$ cat src/ddr_startup_pkg.sv
package ddr_startup_pkg;

  ////////////////////////////////////////////////////////////////////////////////
  // Timing
  localparam int CLK_PERIOD_NS  = 10;
  localparam int STEP_TIME_NS   = 80;
  localparam int STEP_CYCLES    = (STEP_TIME_NS + CLK_PERIOD_NS - 1) / CLK_PERIOD_NS;
  localparam int SETTLE_TIME_NS = 160;
  localparam int SETTLE_CYCLES  = (SETTLE_TIME_NS + CLK_PERIOD_NS - 1) / CLK_PERIOD_NS;
  localparam int SAMPLE_CYCLES  = 4;
  localparam logic [4:0] STEP_LAST   = 5'(STEP_CYCLES - 1);
  localparam logic [4:0] SETTLE_LAST = 5'(SETTLE_CYCLES - 1);
  localparam logic [4:0] SAMPLE_LAST = 5'(SAMPLE_CYCLES - 1);

  ////////////////////////////////////////////////////////////////////////////////
  // Aligner figures
  localparam logic [3:0] PLL_LAST_PHASE = 4'hf;
  localparam logic [4:0] PLL_PHASES     = 5'h10;
  localparam logic [4:0] PHASES_PER_BIT = 5'h08;
  localparam logic [4:0] MIN_WINDOW     = 5'h03;
  localparam logic [4:0] SCAN_LAST      = 5'h1f;
  localparam logic [6:0] WORD_TARGET    = 7'h63;

  ////////////////////////////////////////////////////////////////////////////////
  // Register map
  localparam logic [7:0] CTRL_OFFSET   = 8'h00;
  localparam logic [7:0] CMD_OFFSET    = 8'h04;
  localparam logic [7:0] STATUS_OFFSET = 8'h08;
  localparam int CTRL_GEN_RST     = 0;
  localparam int CTRL_RX_RST      = 1;
  localparam int CTRL_MEM_RST     = 2;
  localparam int CTRL_ALIGN_RST   = 3;
  localparam int CTRL_GEN_START   = 4;
  localparam logic [4:0] CTRL_RESET = 5'h0f;
  localparam int CMD_RX_UPDATE    = 0;
  localparam int CMD_MEM_UPDATE   = 1;
  localparam int CMD_ALIGN_UPDATE = 2;
  localparam int STATUS_GEN_READY   = 0;
  localparam int STATUS_RX_READY    = 1;
  localparam int STATUS_MEM_READY   = 2;
  localparam int STATUS_BIT_LOCK    = 3;
  localparam int STATUS_WORD_LOCK   = 4;
  localparam int STATUS_ALIGN_READY = 5;
  localparam int STATUS_WINDOW_LSB  = 8;

  ////////////////////////////////////////////////////////////////////////////////
  // Carriers and states
  typedef struct packed {
    logic stop;
    logic freeze;
    logic delay_code_update_n;
    logic dll_reset;
    logic gearing_reset;
    logic pause;
    logic ready;
  } seq_out_type;

  localparam seq_out_type SEQ_OUT_RESET = 7'b0011100;

  typedef enum logic [2:0] {
    S_WAIT    = 3'h0,
    S_FREEZE  = 3'h1,
    S_STOP    = 3'h3,
    S_RELEASE = 3'h2,
    S_RESUME  = 3'h6,
    S_CODE    = 3'h7,
    S_READY   = 3'h5
  } seq_state_type;

  typedef struct packed {
    seq_state_type st;
    logic [4:0]    cnt;
    seq_out_type   q;
  } seq_reg_type;

  typedef struct packed {
    logic       phase_advance_pulse;
    logic       rotation_sense;
    logic       word_rotate_pulse;
    logic [3:0] window_size;
    logic       bit_lock;
    logic       word_lock;
    logic       ready;
  } align_out_type;

  typedef enum logic [3:0] {
    A_IDLE    = 4'h0,
    A_SETTLE  = 4'h1,
    A_SAMPLE  = 4'h3,
    A_STEP    = 4'h2,
    A_SCAN    = 4'h6,
    A_PICK    = 4'h7,
    A_WSETTLE = 4'h5,
    A_MOVE    = 4'h4,
    A_WCHECK  = 4'hc,
    A_DONE    = 4'hd,
    A_FAIL    = 4'hf
  } align_state_type;

endpackage : ddr_startup_pkg

$ cat src/ddr_startup_and_lvds_align.sv
// Function
// - Generic sequencer reset holds stop low, gearing reset high, ready low.
// - Generic sequencer waits for its start input before synchronising.
// - Generic gearing reset drives all gearing elements and the edge clock divider.
// - Aligned-receive reset: stop, freeze low; code update, loop reset, gearing reset high.
// - Aligned-receive and memory sequencers wait for delay-loop lock.
// - Aligned-receive update drops ready, reruns sync, raises ready when done.
// - Aligned-receive gearing reset drives input gearing and the edge clock divider.
// - Memory sequencer resets like aligned-receive and holds pause low.
// - Memory gearing reset covers all gearing, strobe buffer, divider; drives pause.
// - Memory sequencer accepts update requests once ready is high.
// - Aligner reset drives every aligner output to zero.
// - Aligner starts on update only with PLL lock; update restarts it.
// - Aligner watches the 7-bit clock-lane word.
// - Aligner pulses phase advance with rotation sense held at zero.
// - Bit alignment visits all 16 PLL phases, sampling the clock lane.
// - Phases near transitions are flagged; the phase farthest from them wins.
// - Aligner reports window size, bit lock, word lock and ready.
// - Window is judged against 8 candidate phases per bit period.
// - Each word rotate pulse shifts the word by two bits; seven cover all.
// - Word rotate pulses continue until the word equals 7'h63, then word lock.
`timescale 1ns/1ns

////////////////////////////////////////////////////////////////////////////////
// Startup sequencer, shared by the three interface kinds
module startup_sequencer #(
  parameter bit HAS_DLL   = 1'b1,
  parameter bit HAS_PAUSE = 1'b0
) (
  // Clock and reset
  input  wire logic                         hclk,
  input  wire logic                         hresetn,
  // Control
  input  wire logic                         srst,
  input  wire logic                         start,
  input  wire logic                         update,
  input  wire logic                         dll_lock,
  // Primitive controls
  output ddr_startup_pkg::seq_out_type      q
);

  ddr_startup_pkg::seq_reg_type s;
  ddr_startup_pkg::seq_reg_type next_s;
  logic                         step_done;

  assign q = s.q;

  always_comb begin
    next_s    = s;
    step_done = (s.cnt == ddr_startup_pkg::STEP_LAST);
    next_s.cnt = step_done ? 5'h00 : 5'(s.cnt + 5'h01);
    next_s.q.delay_code_update_n = 1'b1;
    if (srst) begin
      next_s.st  = ddr_startup_pkg::S_WAIT;
      next_s.cnt = 5'h00;
      next_s.q   = ddr_startup_pkg::SEQ_OUT_RESET;
    end else begin
      case (s.st)
        ddr_startup_pkg::S_WAIT: begin
          // Loop reset is let go first so the lock can come up
          next_s.q.dll_reset = 1'b0;
          next_s.cnt         = 5'h00;
          if (start && (!HAS_DLL || dll_lock)) begin
            next_s.st = ddr_startup_pkg::S_FREEZE;
          end
        end
        ddr_startup_pkg::S_FREEZE: begin
          next_s.q.freeze = HAS_DLL;
          next_s.q.pause  = HAS_PAUSE;
          if (step_done) begin
            next_s.st = ddr_startup_pkg::S_STOP;
          end
        end
        ddr_startup_pkg::S_STOP: begin
          next_s.q.stop = 1'b1;
          if (step_done) begin
            next_s.st = ddr_startup_pkg::S_RELEASE;
          end
        end
        ddr_startup_pkg::S_RELEASE: begin
          // Released only while the edge clock is stopped, so dividers start aligned
          next_s.q.gearing_reset = 1'b0;
          if (step_done) begin
            next_s.st = ddr_startup_pkg::S_RESUME;
          end
        end
        ddr_startup_pkg::S_RESUME: begin
          next_s.q.stop = 1'b0;
          if (step_done) begin
            next_s.st = ddr_startup_pkg::S_CODE;
          end
        end
        ddr_startup_pkg::S_CODE: begin
          next_s.q.freeze              = 1'b0;
          next_s.q.delay_code_update_n = !HAS_DLL;
          if (step_done) begin
            next_s.st      = ddr_startup_pkg::S_READY;
            next_s.q.pause = 1'b0;
            next_s.q.ready = 1'b1;
          end
        end
        ddr_startup_pkg::S_READY: begin
          next_s.cnt = 5'h00;
          // Gearing stays out of reset on update so the interface keeps running
          if (update && HAS_DLL) begin
            next_s.q.ready = 1'b0;
            next_s.st      = ddr_startup_pkg::S_FREEZE;
          end
        end
        default: begin
          next_s.st = ddr_startup_pkg::S_WAIT;
        end
      endcase
    end
  end

  always_ff @(posedge hclk or negedge hresetn) begin
    if (!hresetn) begin
      s   <= '0;
      s.q <= ddr_startup_pkg::SEQ_OUT_RESET;
    end else begin
      s <= next_s;
    end
  end
endmodule : startup_sequencer

////////////////////////////////////////////////////////////////////////////////
// Top: register slave, three sequencers and the bit and word aligner
module ddr_startup_and_lvds_align (
  // Clock and reset
  input  wire logic                          hclk,
  input  wire logic                          hresetn,
  // AHB-Lite slave
  input  wire logic                          hsel,
  input  wire logic [31:0]                   haddr,
  input  wire logic [1:0]                    htrans,
  input  wire logic                          hwrite,
  input  wire logic [2:0]                    hsize,
  input  wire logic [31:0]                   hwdata,
  input  wire logic                          hready,
  output logic                               hreadyout,
  output logic [31:0]                        hrdata,
  output logic                               hresp,
  // Lock and clock-lane inputs
  input  wire logic                          pll_lock,
  input  wire logic                          rx_dll_lock,
  input  wire logic                          mem_dll_lock,
  input  wire logic [6:0]                    clock_lane_word,
  // Primitive controls
  output ddr_startup_pkg::seq_out_type       gen_ctl,
  output ddr_startup_pkg::seq_out_type       rx_ctl,
  output ddr_startup_pkg::seq_out_type       mem_ctl,
  output ddr_startup_pkg::align_out_type     align_ctl
);

  typedef struct packed {
    logic                              hreadyout;
    logic                              hresp;
    logic [31:0]                       hrdata;
    logic                              ahb_wr;
    logic [7:0]                        ahb_addr;
    logic [4:0]                        ctrl;
    logic [2:0]                        cmd;
    ddr_startup_pkg::align_state_type  ast;
    logic [4:0]                        acnt;
    logic [3:0]                        idx;
    logic [6:0]                        first;
    logic [15:0]                       noisy;
    logic [4:0]                        scan;
    logic [4:0]                        run;
    logic [4:0]                        best;
    logic [3:0]                        best_end;
    logic [3:0]                        moves;
    ddr_startup_pkg::align_out_type    out;
  } top_reg_type;

  top_reg_type s;
  top_reg_type next_s;
  logic [31:0] rd;
  logic [4:0]  run_inc;
  logic [4:0]  len;
  logic [3:0]  tgt;
  logic        settle_done;

  assign hreadyout = s.hreadyout;
  assign hrdata    = s.hrdata;
  assign hresp     = s.hresp;
  assign align_ctl = s.out;

  ////////////////////////////////////////////////////////////////////////////////
  // Sequencers
  startup_sequencer #(.HAS_DLL(1'b0), .HAS_PAUSE(1'b0)) u_gen (
    .hclk     (hclk),
    .hresetn  (hresetn),
    .srst     (s.ctrl[ddr_startup_pkg::CTRL_GEN_RST]),
    .start    (s.ctrl[ddr_startup_pkg::CTRL_GEN_START]),
    .update   (1'b0),
    .dll_lock (1'b0),
    .q        (gen_ctl)
  );

  startup_sequencer #(.HAS_DLL(1'b1), .HAS_PAUSE(1'b0)) u_rx (
    .hclk     (hclk),
    .hresetn  (hresetn),
    .srst     (s.ctrl[ddr_startup_pkg::CTRL_RX_RST]),
    .start    (1'b1),
    .update   (s.cmd[ddr_startup_pkg::CMD_RX_UPDATE]),
    .dll_lock (rx_dll_lock),
    .q        (rx_ctl)
  );

  startup_sequencer #(.HAS_DLL(1'b1), .HAS_PAUSE(1'b1)) u_mem (
    .hclk     (hclk),
    .hresetn  (hresetn),
    .srst     (s.ctrl[ddr_startup_pkg::CTRL_MEM_RST]),
    .start    (1'b1),
    .update   (s.cmd[ddr_startup_pkg::CMD_MEM_UPDATE]),
    .dll_lock (mem_dll_lock),
    .q        (mem_ctl)
  );

  ////////////////////////////////////////////////////////////////////////////////
  // Register slave and aligner
  always_comb begin
    next_s      = s;
    rd          = 32'h0000_0000;
    run_inc     = (s.run == 5'h1f) ? s.run : 5'(s.run + 5'h01);
    len         = (s.best > ddr_startup_pkg::PLL_PHASES) ? ddr_startup_pkg::PLL_PHASES : s.best;
    tgt         = 4'(s.best_end - 4'((5'(len - 5'h01)) >> 1));
    settle_done = (s.acnt == ddr_startup_pkg::SETTLE_LAST);
    next_s.cmd  = 3'h0;
    next_s.out.phase_advance_pulse = 1'b0;
    next_s.out.word_rotate_pulse   = 1'b0;
    next_s.out.rotation_sense      = 1'b0;

    // Zero wait state: read data is fetched in the address phase
    case (haddr[7:0])
      ddr_startup_pkg::CTRL_OFFSET: rd[4:0] = s.ctrl;
      ddr_startup_pkg::STATUS_OFFSET: begin
        rd[ddr_startup_pkg::STATUS_GEN_READY]   = gen_ctl.ready;
        rd[ddr_startup_pkg::STATUS_RX_READY]    = rx_ctl.ready;
        rd[ddr_startup_pkg::STATUS_MEM_READY]   = mem_ctl.ready;
        rd[ddr_startup_pkg::STATUS_BIT_LOCK]    = s.out.bit_lock;
        rd[ddr_startup_pkg::STATUS_WORD_LOCK]   = s.out.word_lock;
        rd[ddr_startup_pkg::STATUS_ALIGN_READY] = s.out.ready;
        rd[ddr_startup_pkg::STATUS_WINDOW_LSB +: 4] = s.out.window_size;
      end
      default: rd = 32'h0000_0000;
    endcase
    if (s.ahb_wr) begin
      case (s.ahb_addr)
        ddr_startup_pkg::CTRL_OFFSET: next_s.ctrl = hwdata[4:0];
        ddr_startup_pkg::CMD_OFFSET:  next_s.cmd  = hwdata[2:0];
        default: ;
      endcase
    end
    if (hsel && hready && htrans[1]) begin
      next_s.ahb_wr   = hwrite;
      next_s.ahb_addr = haddr[7:0];
      next_s.hrdata   = hwrite ? 32'h0000_0000 : rd;
    end else begin
      next_s.ahb_wr   = 1'b0;
    end

    if (s.ctrl[ddr_startup_pkg::CTRL_ALIGN_RST]) begin
      next_s.ast = ddr_startup_pkg::A_IDLE;
      next_s.out = '0;
    end else if (s.cmd[ddr_startup_pkg::CMD_ALIGN_UPDATE] && pll_lock) begin
      next_s.ast   = ddr_startup_pkg::A_SETTLE;
      next_s.out   = '0;
      next_s.idx   = 4'h0;
      next_s.noisy = 16'h0000;
      next_s.acnt  = 5'h00;
    end else begin
      case (s.ast)
        ddr_startup_pkg::A_SETTLE: begin
          next_s.acnt  = 5'(s.acnt + 5'h01);
          next_s.first = clock_lane_word;
          if (settle_done) begin
            next_s.acnt = 5'h00;
            next_s.ast  = ddr_startup_pkg::A_SAMPLE;
          end
        end
        ddr_startup_pkg::A_SAMPLE: begin
          next_s.acnt = 5'(s.acnt + 5'h01);
          if (clock_lane_word != s.first) begin
            next_s.noisy[s.idx] = 1'b1;
          end
          if (s.acnt == ddr_startup_pkg::SAMPLE_LAST) begin
            next_s.acnt = 5'h00;
            if (s.idx == ddr_startup_pkg::PLL_LAST_PHASE) begin
              next_s.scan = 5'h00;
              next_s.run  = 5'h00;
              next_s.best = 5'h00;
              next_s.ast  = ddr_startup_pkg::A_SCAN;
            end else begin
              next_s.ast  = ddr_startup_pkg::A_STEP;
            end
          end
        end
        ddr_startup_pkg::A_STEP: begin
          next_s.out.phase_advance_pulse = 1'b1;
          next_s.idx = 4'(s.idx + 4'h1);
          next_s.ast = ddr_startup_pkg::A_SETTLE;
        end
        ddr_startup_pkg::A_SCAN: begin
          // Two passes over the ring so a clean run that wraps is measured whole
          if (!s.noisy[s.scan[3:0]]) begin
            next_s.run = run_inc;
            if (run_inc > s.best) begin
              next_s.best     = run_inc;
              next_s.best_end = s.scan[3:0];
            end
          end else begin
            next_s.run = 5'h00;
          end
          next_s.scan = 5'(s.scan + 5'h01);
          if (s.scan == ddr_startup_pkg::SCAN_LAST) begin
            next_s.ast = ddr_startup_pkg::A_PICK;
          end
        end
        ddr_startup_pkg::A_PICK: begin
          next_s.out.window_size = (len > ddr_startup_pkg::PHASES_PER_BIT) ?
                                   4'(ddr_startup_pkg::PHASES_PER_BIT) : len[3:0];
          if (len >= ddr_startup_pkg::MIN_WINDOW) begin
            next_s.out.bit_lock = 1'b1;
            next_s.moves = 4'(tgt + 4'h1);
            next_s.acnt  = 5'h00;
            next_s.ast   = ddr_startup_pkg::A_WSETTLE;
          end else begin
            next_s.ast   = ddr_startup_pkg::A_FAIL;
          end
        end
        ddr_startup_pkg::A_WSETTLE: begin
          next_s.acnt = 5'(s.acnt + 5'h01);
          if (settle_done) begin
            next_s.acnt = 5'h00;
            next_s.ast  = (s.moves != 4'h0) ? ddr_startup_pkg::A_MOVE :
                                              ddr_startup_pkg::A_WCHECK;
          end
        end
        ddr_startup_pkg::A_MOVE: begin
          next_s.out.phase_advance_pulse = 1'b1;
          next_s.moves = 4'(s.moves - 4'h1);
          next_s.ast   = ddr_startup_pkg::A_WSETTLE;
        end
        ddr_startup_pkg::A_WCHECK: begin
          if (clock_lane_word == ddr_startup_pkg::WORD_TARGET) begin
            next_s.out.word_lock = 1'b1;
            next_s.out.ready     = 1'b1;
            next_s.ast           = ddr_startup_pkg::A_DONE;
          end else begin
            // No give-up count: a bad lane keeps rotating until software restarts
            next_s.out.word_rotate_pulse = 1'b1;
            next_s.ast = ddr_startup_pkg::A_WSETTLE;
          end
        end
        ddr_startup_pkg::A_IDLE, ddr_startup_pkg::A_DONE, ddr_startup_pkg::A_FAIL: ;
        default: next_s.ast = ddr_startup_pkg::A_IDLE;
      endcase
    end
  end

  always_ff @(posedge hclk or negedge hresetn) begin
    if (!hresetn) begin
      s           <= '0;
      s.hreadyout <= 1'b1;
      s.ctrl      <= ddr_startup_pkg::CTRL_RESET;
    end else begin
      s <= next_s;
    end
  end
endmodule : ddr_startup_and_lvds_align

$ cat config.mk
export PLATFORM = sky130hd
export DESIGN_NAME = ddr_startup_and_lvds_align
export DESIGN_NICKNAME = d
export VERILOG_FILES = /design/src/ddr_startup_pkg.sv /design/src/ddr_startup_and_lvds_align.sv
export SDC_FILE = /design/constraint.sdc
export NUM_CORES = 1
export LEC_CHECK = 0
export ABC_AREA = 0
export BUFFER_PORTS_ARGS = -buffer_cell sky130_fd_sc_hd__buf_2
export CORE_MARGIN = 8
export CORE_UTILIZATION = 51
export CTS_CLUSTER_SIZE = 25
export DETAILED_ROUTE_END_ITERATION = 12
export HOLD_SLACK_MARGIN = 0.03
export PLACE_DENSITY = 0.75
export SLEW_MARGIN = 5
export SYNTH_ARGS = -nofsm -noshare
export SYNTH_HDL_FRONTEND = slang
export SYNTH_SLANG_ARGS = --single-unit
$ cat constraint.sdc
create_clock -name hclk -period 3.2 [get_ports hclk]
set_input_delay 0.64 -clock hclk [delete_from_list [all_inputs] [get_ports hclk]]
set_output_delay 0.64 -clock hclk [all_outputs]
set_load 0.05 [all_outputs]
==> results.yml, run 1 <==
synth:
  yosys_register_bits: 135
  yosys_most_used_dff: "dfrtp_1"
  postSynthCellCount: 717
  asyncSetResetFlopFracSynth_pct: 100
  synth_area_per_cell_um2: 10.2
  synthesis.yosys.warnings: 0
  synth_area_um2: 7300
  synthDistinctLibCells: 64
  synth-seq-area-share_pct: 46.5
  synth-edff-count: 0
setup_path:
  r2r_cells: 10
  crit_type: "register to register"
  reg2reg_slack_ns: 0.33
  crit_required_ns: 3.49
  worst_r2r_startpoint: "s[23]$_DFFE_PN0P_"
  crit_path_max_fanout: 8
  critPathCaptureType: "register"
  crit_start: "s[23]$_DFFE_PN0P_"
  reg2reg_to: "s[17]$_DFFE_PN0P_"
  critical_path_arrival_ns: 3.17
  crit_path_start_kind: "register"
pwr:
  leakagePower_uw: 0.00375
  max-vdd-ir-drop_v: 0.000443
  pwr_density_cell_nw_per_um2: 692
placed_design:
  dp_cells: 904
  place.detailed.hpwl_um: 11000
  finalWeightedCongestion: 0.837
  buffer_ports.inserted: 64
die:
  die_area_um2: 18400
  initial_core_util_pct: 52.4
  io_pins: 149
  fp.dieH_um: 136
  core_area_um2: 13900
  die_w_um: 136
  number_of_placement_rows: 43
timing:
  grt_setup_unrepaired: "false"
  setup-tns-final_ns: 0
  max_freq_mhz: 348
  maxSlewViolCount: 0
  tightest_slew_ns: 0.872
  maxSlewHeadroom_pct: 40.3
  final.min_clock_period_ns: 2.87
  fin_skew_ns: 0.00866
  fin_crit_sh_pct: 89.8
  timing_hold_violations_final: 0
  final-setup-viol-count: 0
grt:
  global_route_wire_length_before_repair_um: 25500
  globalRouteOverflowTotal: 0
  maximum_number_of_pins_on_one_net_before_global_route_repair: 64
  initial_antenna_violation_count: 0
  first_global_vias: 5206
  globalRouteTotalUtil_pct: 17.0
routing:
  initialDrtViolationCount: 397
  detail_route.first_pass.iterations: 4
  route.detailed.drc: 0
  final_antenna_net_count: 0
  wl_per_cell_um: 16.4
  via_per_inst: 5.59
  detailroute.via_count: 5234
  routed_wl_um: 15400
clock_network:
  cts_max_level: 4
  root_buffer: "clkbuf_16"
  clk_latency_ns: 0.42
  postCtsSetupRepairBufs: 0
  cts.path.max_buffers: 2
  post_cts_hold_buffer_count: 0
  cts.clk_slew.worst_paths_ns: 0.06
  cts_num_sinks: 135
  cts_tree: "yes"
  cts_buffers: 17
  number_of_gates_given_a_new_drive_strength_after_cts: 0
hold_path:
  hold_path.class: "primary input to async pin"
final_layout:
  nets: 854
  syn_to_layout_area_delta_pct: 9.26
  drive_gt1_share_pct: 20.5
  most_common_cell_after_layout_fill_and_taps_aside: "dfrtp_1"
  commonest_cells_after_routing_fill_and_taps_aside: "dfrtp_1, buf_2, nor2_1"
  stdcell_count: 936
  antenna_diodes: 0
job:
  maxCapViolations: 0
status:
  outcome: "completed"
## where the power goes
part / leakage, uW / switching (uW) / total [uW] / internal [uW]
logic: 0.00178 / 834 / 1300 / 465
registers: 0.00171 / 345 / 2390 / 2040
clock network: 0.000265 / 762 / 1830 / 1070
total: 0.00375 / 1940 / 5510 / 3570
## registers in the layout (all words and copies together), names as in the netlist
signal	count
align_ctl	8
hrdata	10
s	76
u_gen.q	4
u_gen.s	8
u_mem.q	7
u_mem.s	8
u_rx.q	6
u_rx.s	8
## worst max path at each step
stage,end,slack [ns],depth (start not counted)
global placement,s[14]$_DFFE_PN0P_,0.42,5
CTS,s[17]$_DFFE_PN0P_,0.33,10
floorplan,s[14]$_DFFE_PN0P_,0.45,9
finish,s[17]$_DFFE_PN0P_,0.33,10
global route,s[17]$_DFFE_PN0P_,0.16,10
detailed placement,s[15]$_DFFE_PN0P_,0.39,10
## stage by stage
stage	total power, uW	area [um^2]	util (%)	hold slack [ns]	worst slack (ns)
after floorplan	3520	7400	-	0.344	0.454
after global placement	3620	7420	53.2	0.440	0.422
after detailed placement	3710	7420	53.2	0.454	0.391
after CTS	5550	7970	57.2	0.150	0.327
after global routing	5800	7970	57.2	0.178	0.165
final	5510	7970	57.2	0.153	0.326
## final cells by class
type / instances / area, um^2
Clock buffer: 17 / 425
Inverter: 40 / 150
Multi-Input combinational cell: 476 / 3250
Sequential cell: 135 / 3390
Tap cell: 180 / 225
Timing Repair Buffer: 73 / 403
Clock inverter: 15 / 129
Fill cell: 1161 / 5960
## cell families after synthesis
| group | Yosys count | share of synthesized area (%) |
|---|---|---|
| simple gates | 208 | 14.5 |
| compound gates | 146 | 13.6 |
| flops | 135 | 46.5 |
| buf+inv | 133 | 10.4 |
| mux | 39 | 6.88 |
| fa+ha+maj | 27 | 4.73 |
| xor+xnor | 27 | 3.24 |
| other cells | 2 | 0.103 |
## worst max-delay path, cell delays in order, from the launching register on
cell	delay (ns)
dfrtp_1	0.43
ha_1	0.24
nand4_1	0.27
nand2_1	0.24
ha_1	0.28
a21oi_1	0.17
a21boi_0	0.13
o32ai_1	0.42
buf_4	0.22
nor2_8	0.06
mux2_4	0.30
## layer usage
metal	track usage, %	routed length [um]
met4	6.60	251
met3	3.71	822
met1	20.0	6320
met5	0	0
met2	29.5	7970
## Yosys cell counts (15+ instances only)
cell,instances,share of area (%)
a21oi_1,31,2.1
a22o_1,24,2.9
buf_4,65,6.7
clkbuf_1,25,1.3
dfrtp_1,123,42
ha_1,26,4.5
inv_1,39,2.0
mux2_2,23,3.6
nand2_1,50,2.6
nand3_1,20,1.4
nor2_1,57,2.9
nor3_1,16,1.1
o21ai_0,17,1.2
o21ai_1,15,1.0
xor2_1,16,1.9
Note: power is estimated with default switching activity, not from simulation.
==> inputs of run 2 (changes only) <==
ABC_AREA = default   (was 0)
PLACE_DENSITY = default   (was 0.75)
PLACE_DENSITY_LB_ADDON = 0.2   (was default)
==> run 2 against run 1 <==
Critical path depth is 5 lower. Count of clock-buffer cells in the layout rose by 6. Highest routed layer unchanged. Utilization rose by 0.52 points. Largest power group unchanged. Critical endpoint is now s[16]$_DFFE_PN0P_. Non-clock buffer count increased by 2. Global-route usage increased by 0.30 points. Combinational power about the same. Total power is 2.9% higher. Cell count is 0.21% higher.
==> results.yml, run 2 (same netlist as run 1, synthesis figures left out) <==
pwr:
  max-vdd-ir-drop_v: 0.000335
  power.share.clock_pct: 35.1
  p_int_uw: 3760
  share_seq_of_total_power_pct: 42.1
  p_comb_share_pct: 22.8
  leakagePower_uw: 0.00379
  pwr_density_cell_nw_per_um2: 705
  power.net_switching_uw: 1910
  share_of_total_power_consumed_by_net_switching_pct: 33.7
timing:
  max_freq_mhz: 365
  maxSlewViolCount: 0
  maxSlewHeadroom_pct: 37.5
  timing_hold_violations_final: 0
  fin_skew_ns: 0.0107
  hold-worst-slack_ns: 0.224
  fin_crit_sh_pct: 85.7
  post-route-worst-setup-slack_ns: 0.457
  tightest_slew_ns: 0.913
  final.min_clock_period_ns: 2.74
  setup-tns-final_ns: 0
  final-setup-viol-count: 0
  grt_setup_unrepaired: "false"
grt:
  globalRouteOverflowTotal: 0
  initial_antenna_violation_count: 0
  global_route_wire_length_before_repair_um: 25500
  maximum_number_of_pins_on_one_net_before_global_route_repair: 62
  first_global_vias: 5230
  globalRouteTotalUtil_pct: 17.3
routing:
  wl_per_cell_um: 16.3
  detailroute.via_count: 5225
  routed_wl_um: 15300
  via_per_inst: 5.57
  initialDrtViolationCount: 309
  detail_route.first_pass.iterations: 5
  route.detailed.drc: 0
  final_antenna_net_count: 0
clock_network:
  cts_num_sinks: 135
  number_of_gates_given_a_new_drive_strength_after_cts: 0
  cts.path.max_buffers: 2
  root_buffer: "clkbuf_16"
  cts_max_level: 4
  cts_buffers: 17
  post_cts_hold_buffer_count: 0
  clk_latency_ns: 0.42
  cts.clk_slew.worst_paths_ns: 0.06
  postCtsSetupRepairBufs: 0
  cts_tree: "yes"
hold_path:
  hold_path.class: "primary input to async pin"
final_layout:
  drive_gt1_share_pct: 20.6
  largest_register_ff_count: 76
  syn_to_layout_area_delta_pct: 10.3
  commonest_cells_after_routing_fill_and_taps_aside: "dfrtp_1, buf_2, nor2_1"
  postLayoutCellArea_um2: 8040
  nets: 856
  stdcell_count: 938
  layout.filler_cells: 1159
  most_common_cell_after_layout_fill_and_taps_aside: "dfrtp_1"
  max_flop_register: "s"
  antenna_diodes: 0
setup_path:
  crit_path_start_kind: "register"
  crit_type: "register to register"
  crit_path_max_fanout: 8
  crit_slowest_cell: "dfrtp_1"
  crit_required_ns: 3.50
  crit_path_frequent_cell: "mux4_2"
  critPathCaptureType: "register"
  critical_path_arrival_ns: 3.04
  critical_path_cell_list: "mux4_2, mux4_2, or3_1, nor2_8, mux2_4"
  r2r_cells: 5
  longest_individual_stage_delay_on_the_worst_path_ns: 0.56
die:
  die_w_um: 136
  number_of_placement_rows: 43
  die_area_um2: 18400
  fp.dieH_um: 136
  initial_core_util_pct: 52.4
  core_area_um2: 13900
  io_pins: 149
placed_design:
  dpl-instance-area_um2: 7430
  finalWeightedCongestion: 0.805
  place.detailed.hpwl_um: 11000
  dp_worst_setup_slack_ns: 0.439
  buffer_ports.inserted: 64
  dp_cells: 906
job:
  maxCapViolations: 0
status:
  outcome: "completed"
-- run 2: cell count changes in the layout (fill, tap and decap cells not counted), sizes merged --
| cell | previous run | this run |
|---|---|---|
| clkbuf | 17 | 23 |
| clkinv | 8 | 2 |
| clkinvlp | 4 | 3 |
| buf | 73 | 75 |
| bufinv | 1 | 2 |
-- run 2: through the flow --
step                      utilization, %  total power [uW]
final                               57.7              5670
after floorplan                        -              3520
after global routing                57.7              5970
after global placement              53.3              3630
after CTS                           57.7              5720
after detailed placement            53.3              3710
-- run 2: metal layers --
metal	wire length, um	track usage (%)	vias to the layer above	share of wire, %
met2	7700	29.1	153	50
met4	132	5.68	0	0.87
li1	-	-	2484	-
met3	933	4.75	12	6.1
met1	6500	20.9	2576	43
met5	0	0	-	0
-- run 2: critical path, delay by kind of cell, from the launching register on --
kind / cells / cell delay [ns]
flops: 1 / 0.56
mux: 3 / 1.35
simple gates: 2 / 0.71
-- run 2: path summary, 6_finish.rpt --
kind / start / end / slack (ns)
min in group hclk: hwrite / s[85]$_DFF_PN0_ / 0.45
setup / recovery: s[28]$_DFFE_PN0P_ / s[16]$_DFFE_PN0P_ / 0.46
max in group asynchronous: hresetn / u_gen.q[2]$_DFFE_PN1P_ / 2.12
hold / removal: hresetn / u_mem.q[0]$_DFFE_PN0P_ / 0.22
setup reg to reg: s[28]$_DFFE_PN0P_ / s[16]$_DFFE_PN0P_ / 0.46
hold reg to reg: u_rx.s[7]$_DFF_PN0_ / u_rx.s[7]$_DFF_PN0_ / 0.46
-- run 2: layout make-up --
| type | instances | area (um^2) | area share (%) |
|---|---|---|---|
| sequential | 135 | 3390 | 42.2 |
| inverter | 40 | 150 | 1.87 |
| timing repair buffer | 75 | 418 | 5.20 |
| tap | 180 | 225 | 2.80 |
| clock buffer | 23 | 498 | 6.19 |
| clock inverter | 9 | 114 | 1.42 |
| multi-input combinational | 476 | 3250 | 40.3 |
-- run 2: power groups by stage --
stage | Clock (uW) | Sequential (uW) | Combinational, uW
after floorplan | 0 | 2230 | 1280
after global placement | 0 | 2380 | 1250
after detailed placement | 0 | 2410 | 1300
after CTS | 2030 | 2380 | 1310
after global routing | 2110 | 2440 | 1430
final | 1990 | 2390 | 1300
==> inputs of run 3 (changes only) <==
GPL_TIMING_DRIVEN = 0   (was default)
==> run 3 against run 2 <==
Cell count up 8.7%. Register-to-register slack worse by 0.12 ns. Sequential power decreased by 5%. Setup slack worse by 0.12 ns. Count of clock-buffer cells in the layout down 2. Via count increased by 6.0%. Largest cell class unchanged.
==> results.yml, run 3 (same netlist as run 1, synthesis figures left out) <==
setup_path:
  longest_individual_stage_delay_on_the_worst_path_ns: 0.43
  worst_r2r_startpoint: "s[23]$_DFFE_PN0P_"
  crit_required_ns: 3.50
  r2r_cells: 9
  critical_path_cell_list: "ha_1, nand4_1, mux2_2, ha_1, nand4_1, nor2_1, o32ai_2, or3_1, a32o_1"
  critPathCaptureType: "register"
  crit_slowest_cell: "dfrtp_1"
  reg2reg_to: "s[20]$_DFFE_PN0P_"
  critical_path_arrival_ns: 3.17
  reg2reg_slack_ns: 0.33
  crit_type: "register to register"
  crit_path_start_kind: "register"
  crit_path_max_fanout: 6
die:
  fp.dieH_um: 136
  core_area_um2: 13900
  io_pins: 149
  initial_core_util_pct: 52.4
  number_of_placement_rows: 43
  die_area_um2: 18400
  die_w_um: 136
clock_network:
  post_cts_hold_buffer_count: 0
  root_buffer: "clkbuf_16"
  clk_latency_ns: 0.42
  cts_buffers: 17
  number_of_gates_given_a_new_drive_strength_after_cts: 0
  cts.path.max_buffers: 2
  postCtsSetupRepairBufs: 0
  cts_tree: "yes"
  cts_max_level: 4
  cts_num_sinks: 135
  cts.clk_slew.worst_paths_ns: 0.06
pwr:
  pwr_density_cell_nw_per_um2: 672
  power_total_uw: 5760
  max-vdd-ir-drop_v: 0.000498
  leakagePower_uw: 0.00411
grt:
  initial_antenna_violation_count: 0
  global_route_wire_length_before_repair_um: 26600
  maximum_number_of_pins_on_one_net_before_global_route_repair: 87
  globalRouteOverflowTotal: 0
  first_global_vias: 5579
  globalRouteTotalUtil_pct: 17.8
final_layout:
  drive_gt1_share_pct: 25.2
  layout.area.seq_um2: 3390
  max_flop_register: "s"
  antenna_diodes: 0
  largest_register_ff_count: 76
  layout.filler_cells: 1168
  postLayoutCellArea_um2: 8560
  nets: 938
  multiInputGateArea_um2: 3250
  commonest_cells_after_routing_fill_and_taps_aside: "dfrtp_1, buf_4, buf_2"
  most_common_cell_after_layout_fill_and_taps_aside: "dfrtp_1"
  final_core_utilization_pct: 61.5
  syn_to_layout_area_delta_pct: 17.4
hold_path:
  hold_path.class: "primary input to async pin"
timing:
  max_freq_mhz: 349
  tightest_slew_ns: 0.925
  setup-tns-final_ns: 0
  fin_skew_ns: 0.00916
  maxSlewViolCount: 0
  timing_hold_violations_final: 0
  grt_setup_unrepaired: "false"
  hold-worst-slack_ns: 0.156
  final-setup-viol-count: 0
  final.min_clock_period_ns: 2.87
  fin_crit_sh_pct: 89.5
  maxSlewHeadroom_pct: 37.7
status:
  outcome: "completed"
routing:
  initialDrtViolationCount: 503
  wl_per_cell_um: 15.6
  final_antenna_net_count: 0
  detail_route.first_pass.iterations: 8
  via_per_inst: 5.43
  detailroute.via_count: 5537
  route.detailed.drc: 0
  routed_wl_um: 15900
placed_design:
  finalWeightedCongestion: 0.866
  buffer_ports.inserted: 63
  place.detailed.hpwl_um: 11500
  dpl-instance-area_um2: 7970
job:
  maxCapViolations: 0
==> run 3: worst max-delay path by stage <==
stage                      startpoint                 to  cells past startpoint
global route        s[23]$_DFFE_PN0P_  s[19]$_DFFE_PN0P_                      9
global placement              hresetn  s[24]$_DFFE_PN0P_                      1
CTS                 s[23]$_DFFE_PN0P_  s[19]$_DFFE_PN0P_                      9
detailed placement  s[23]$_DFFE_PN0P_  s[21]$_DFFE_PN0P_                      9
finish              s[23]$_DFFE_PN0P_  s[20]$_DFFE_PN0P_                      9
floorplan           s[23]$_DFFE_PN0P_  s[14]$_DFFE_PN0P_                      9
==> run 3: area by class of cell <==
class | instances | area share, %
timing repair buffer | 64 | 4.08
inverter | 40 | 1.75
multi-input combinational | 476 | 38.0
tap | 180 | 2.63
clock inverter | 11 | 1.46
buffer | 93 | 7.10
clock buffer | 21 | 5.38
sequential | 135 | 39.6
==> run 3: per-stage QoR <==
stage	setup slack [ns]	cells
2_1_floorplan	0.454	744
3_3_place_gp	-0.268	987
3_5_place_dp	0.186	988
4_1_cts	0.166	1020
5_1_grt	0.165	1020
6_report	0.335	1020
==> run 3: layer usage <==
| layer | GRT usage (%) | part of all wire (%) | vias up |
|---|---|---|---|
| met3 | 5.08 | 6.5 | 17 |
| li1 | - | - | 2660 |
| met4 | 6.11 | 1.4 | 0 |
| met1 | 21.0 | 41 | 2699 |
| met5 | 0 | 0 | - |
| met2 | 30.4 | 51 | 161 |
==> run 3: worst max-delay path: cells and delay by family (launching register included) <==
kind	cells	cell delay, ns
simple gates	4	0.94
fa+ha+maj	2	0.54
compound gates	2	0.43
flops	1	0.43
mux	1	0.41
==> run 3: report_power, final <==
group / switching, uW / internal [uW]
Sequential: 225 / 2040
Clock: 723 / 1190
Combinational: 986 / 596
Total: 1930 / 3820
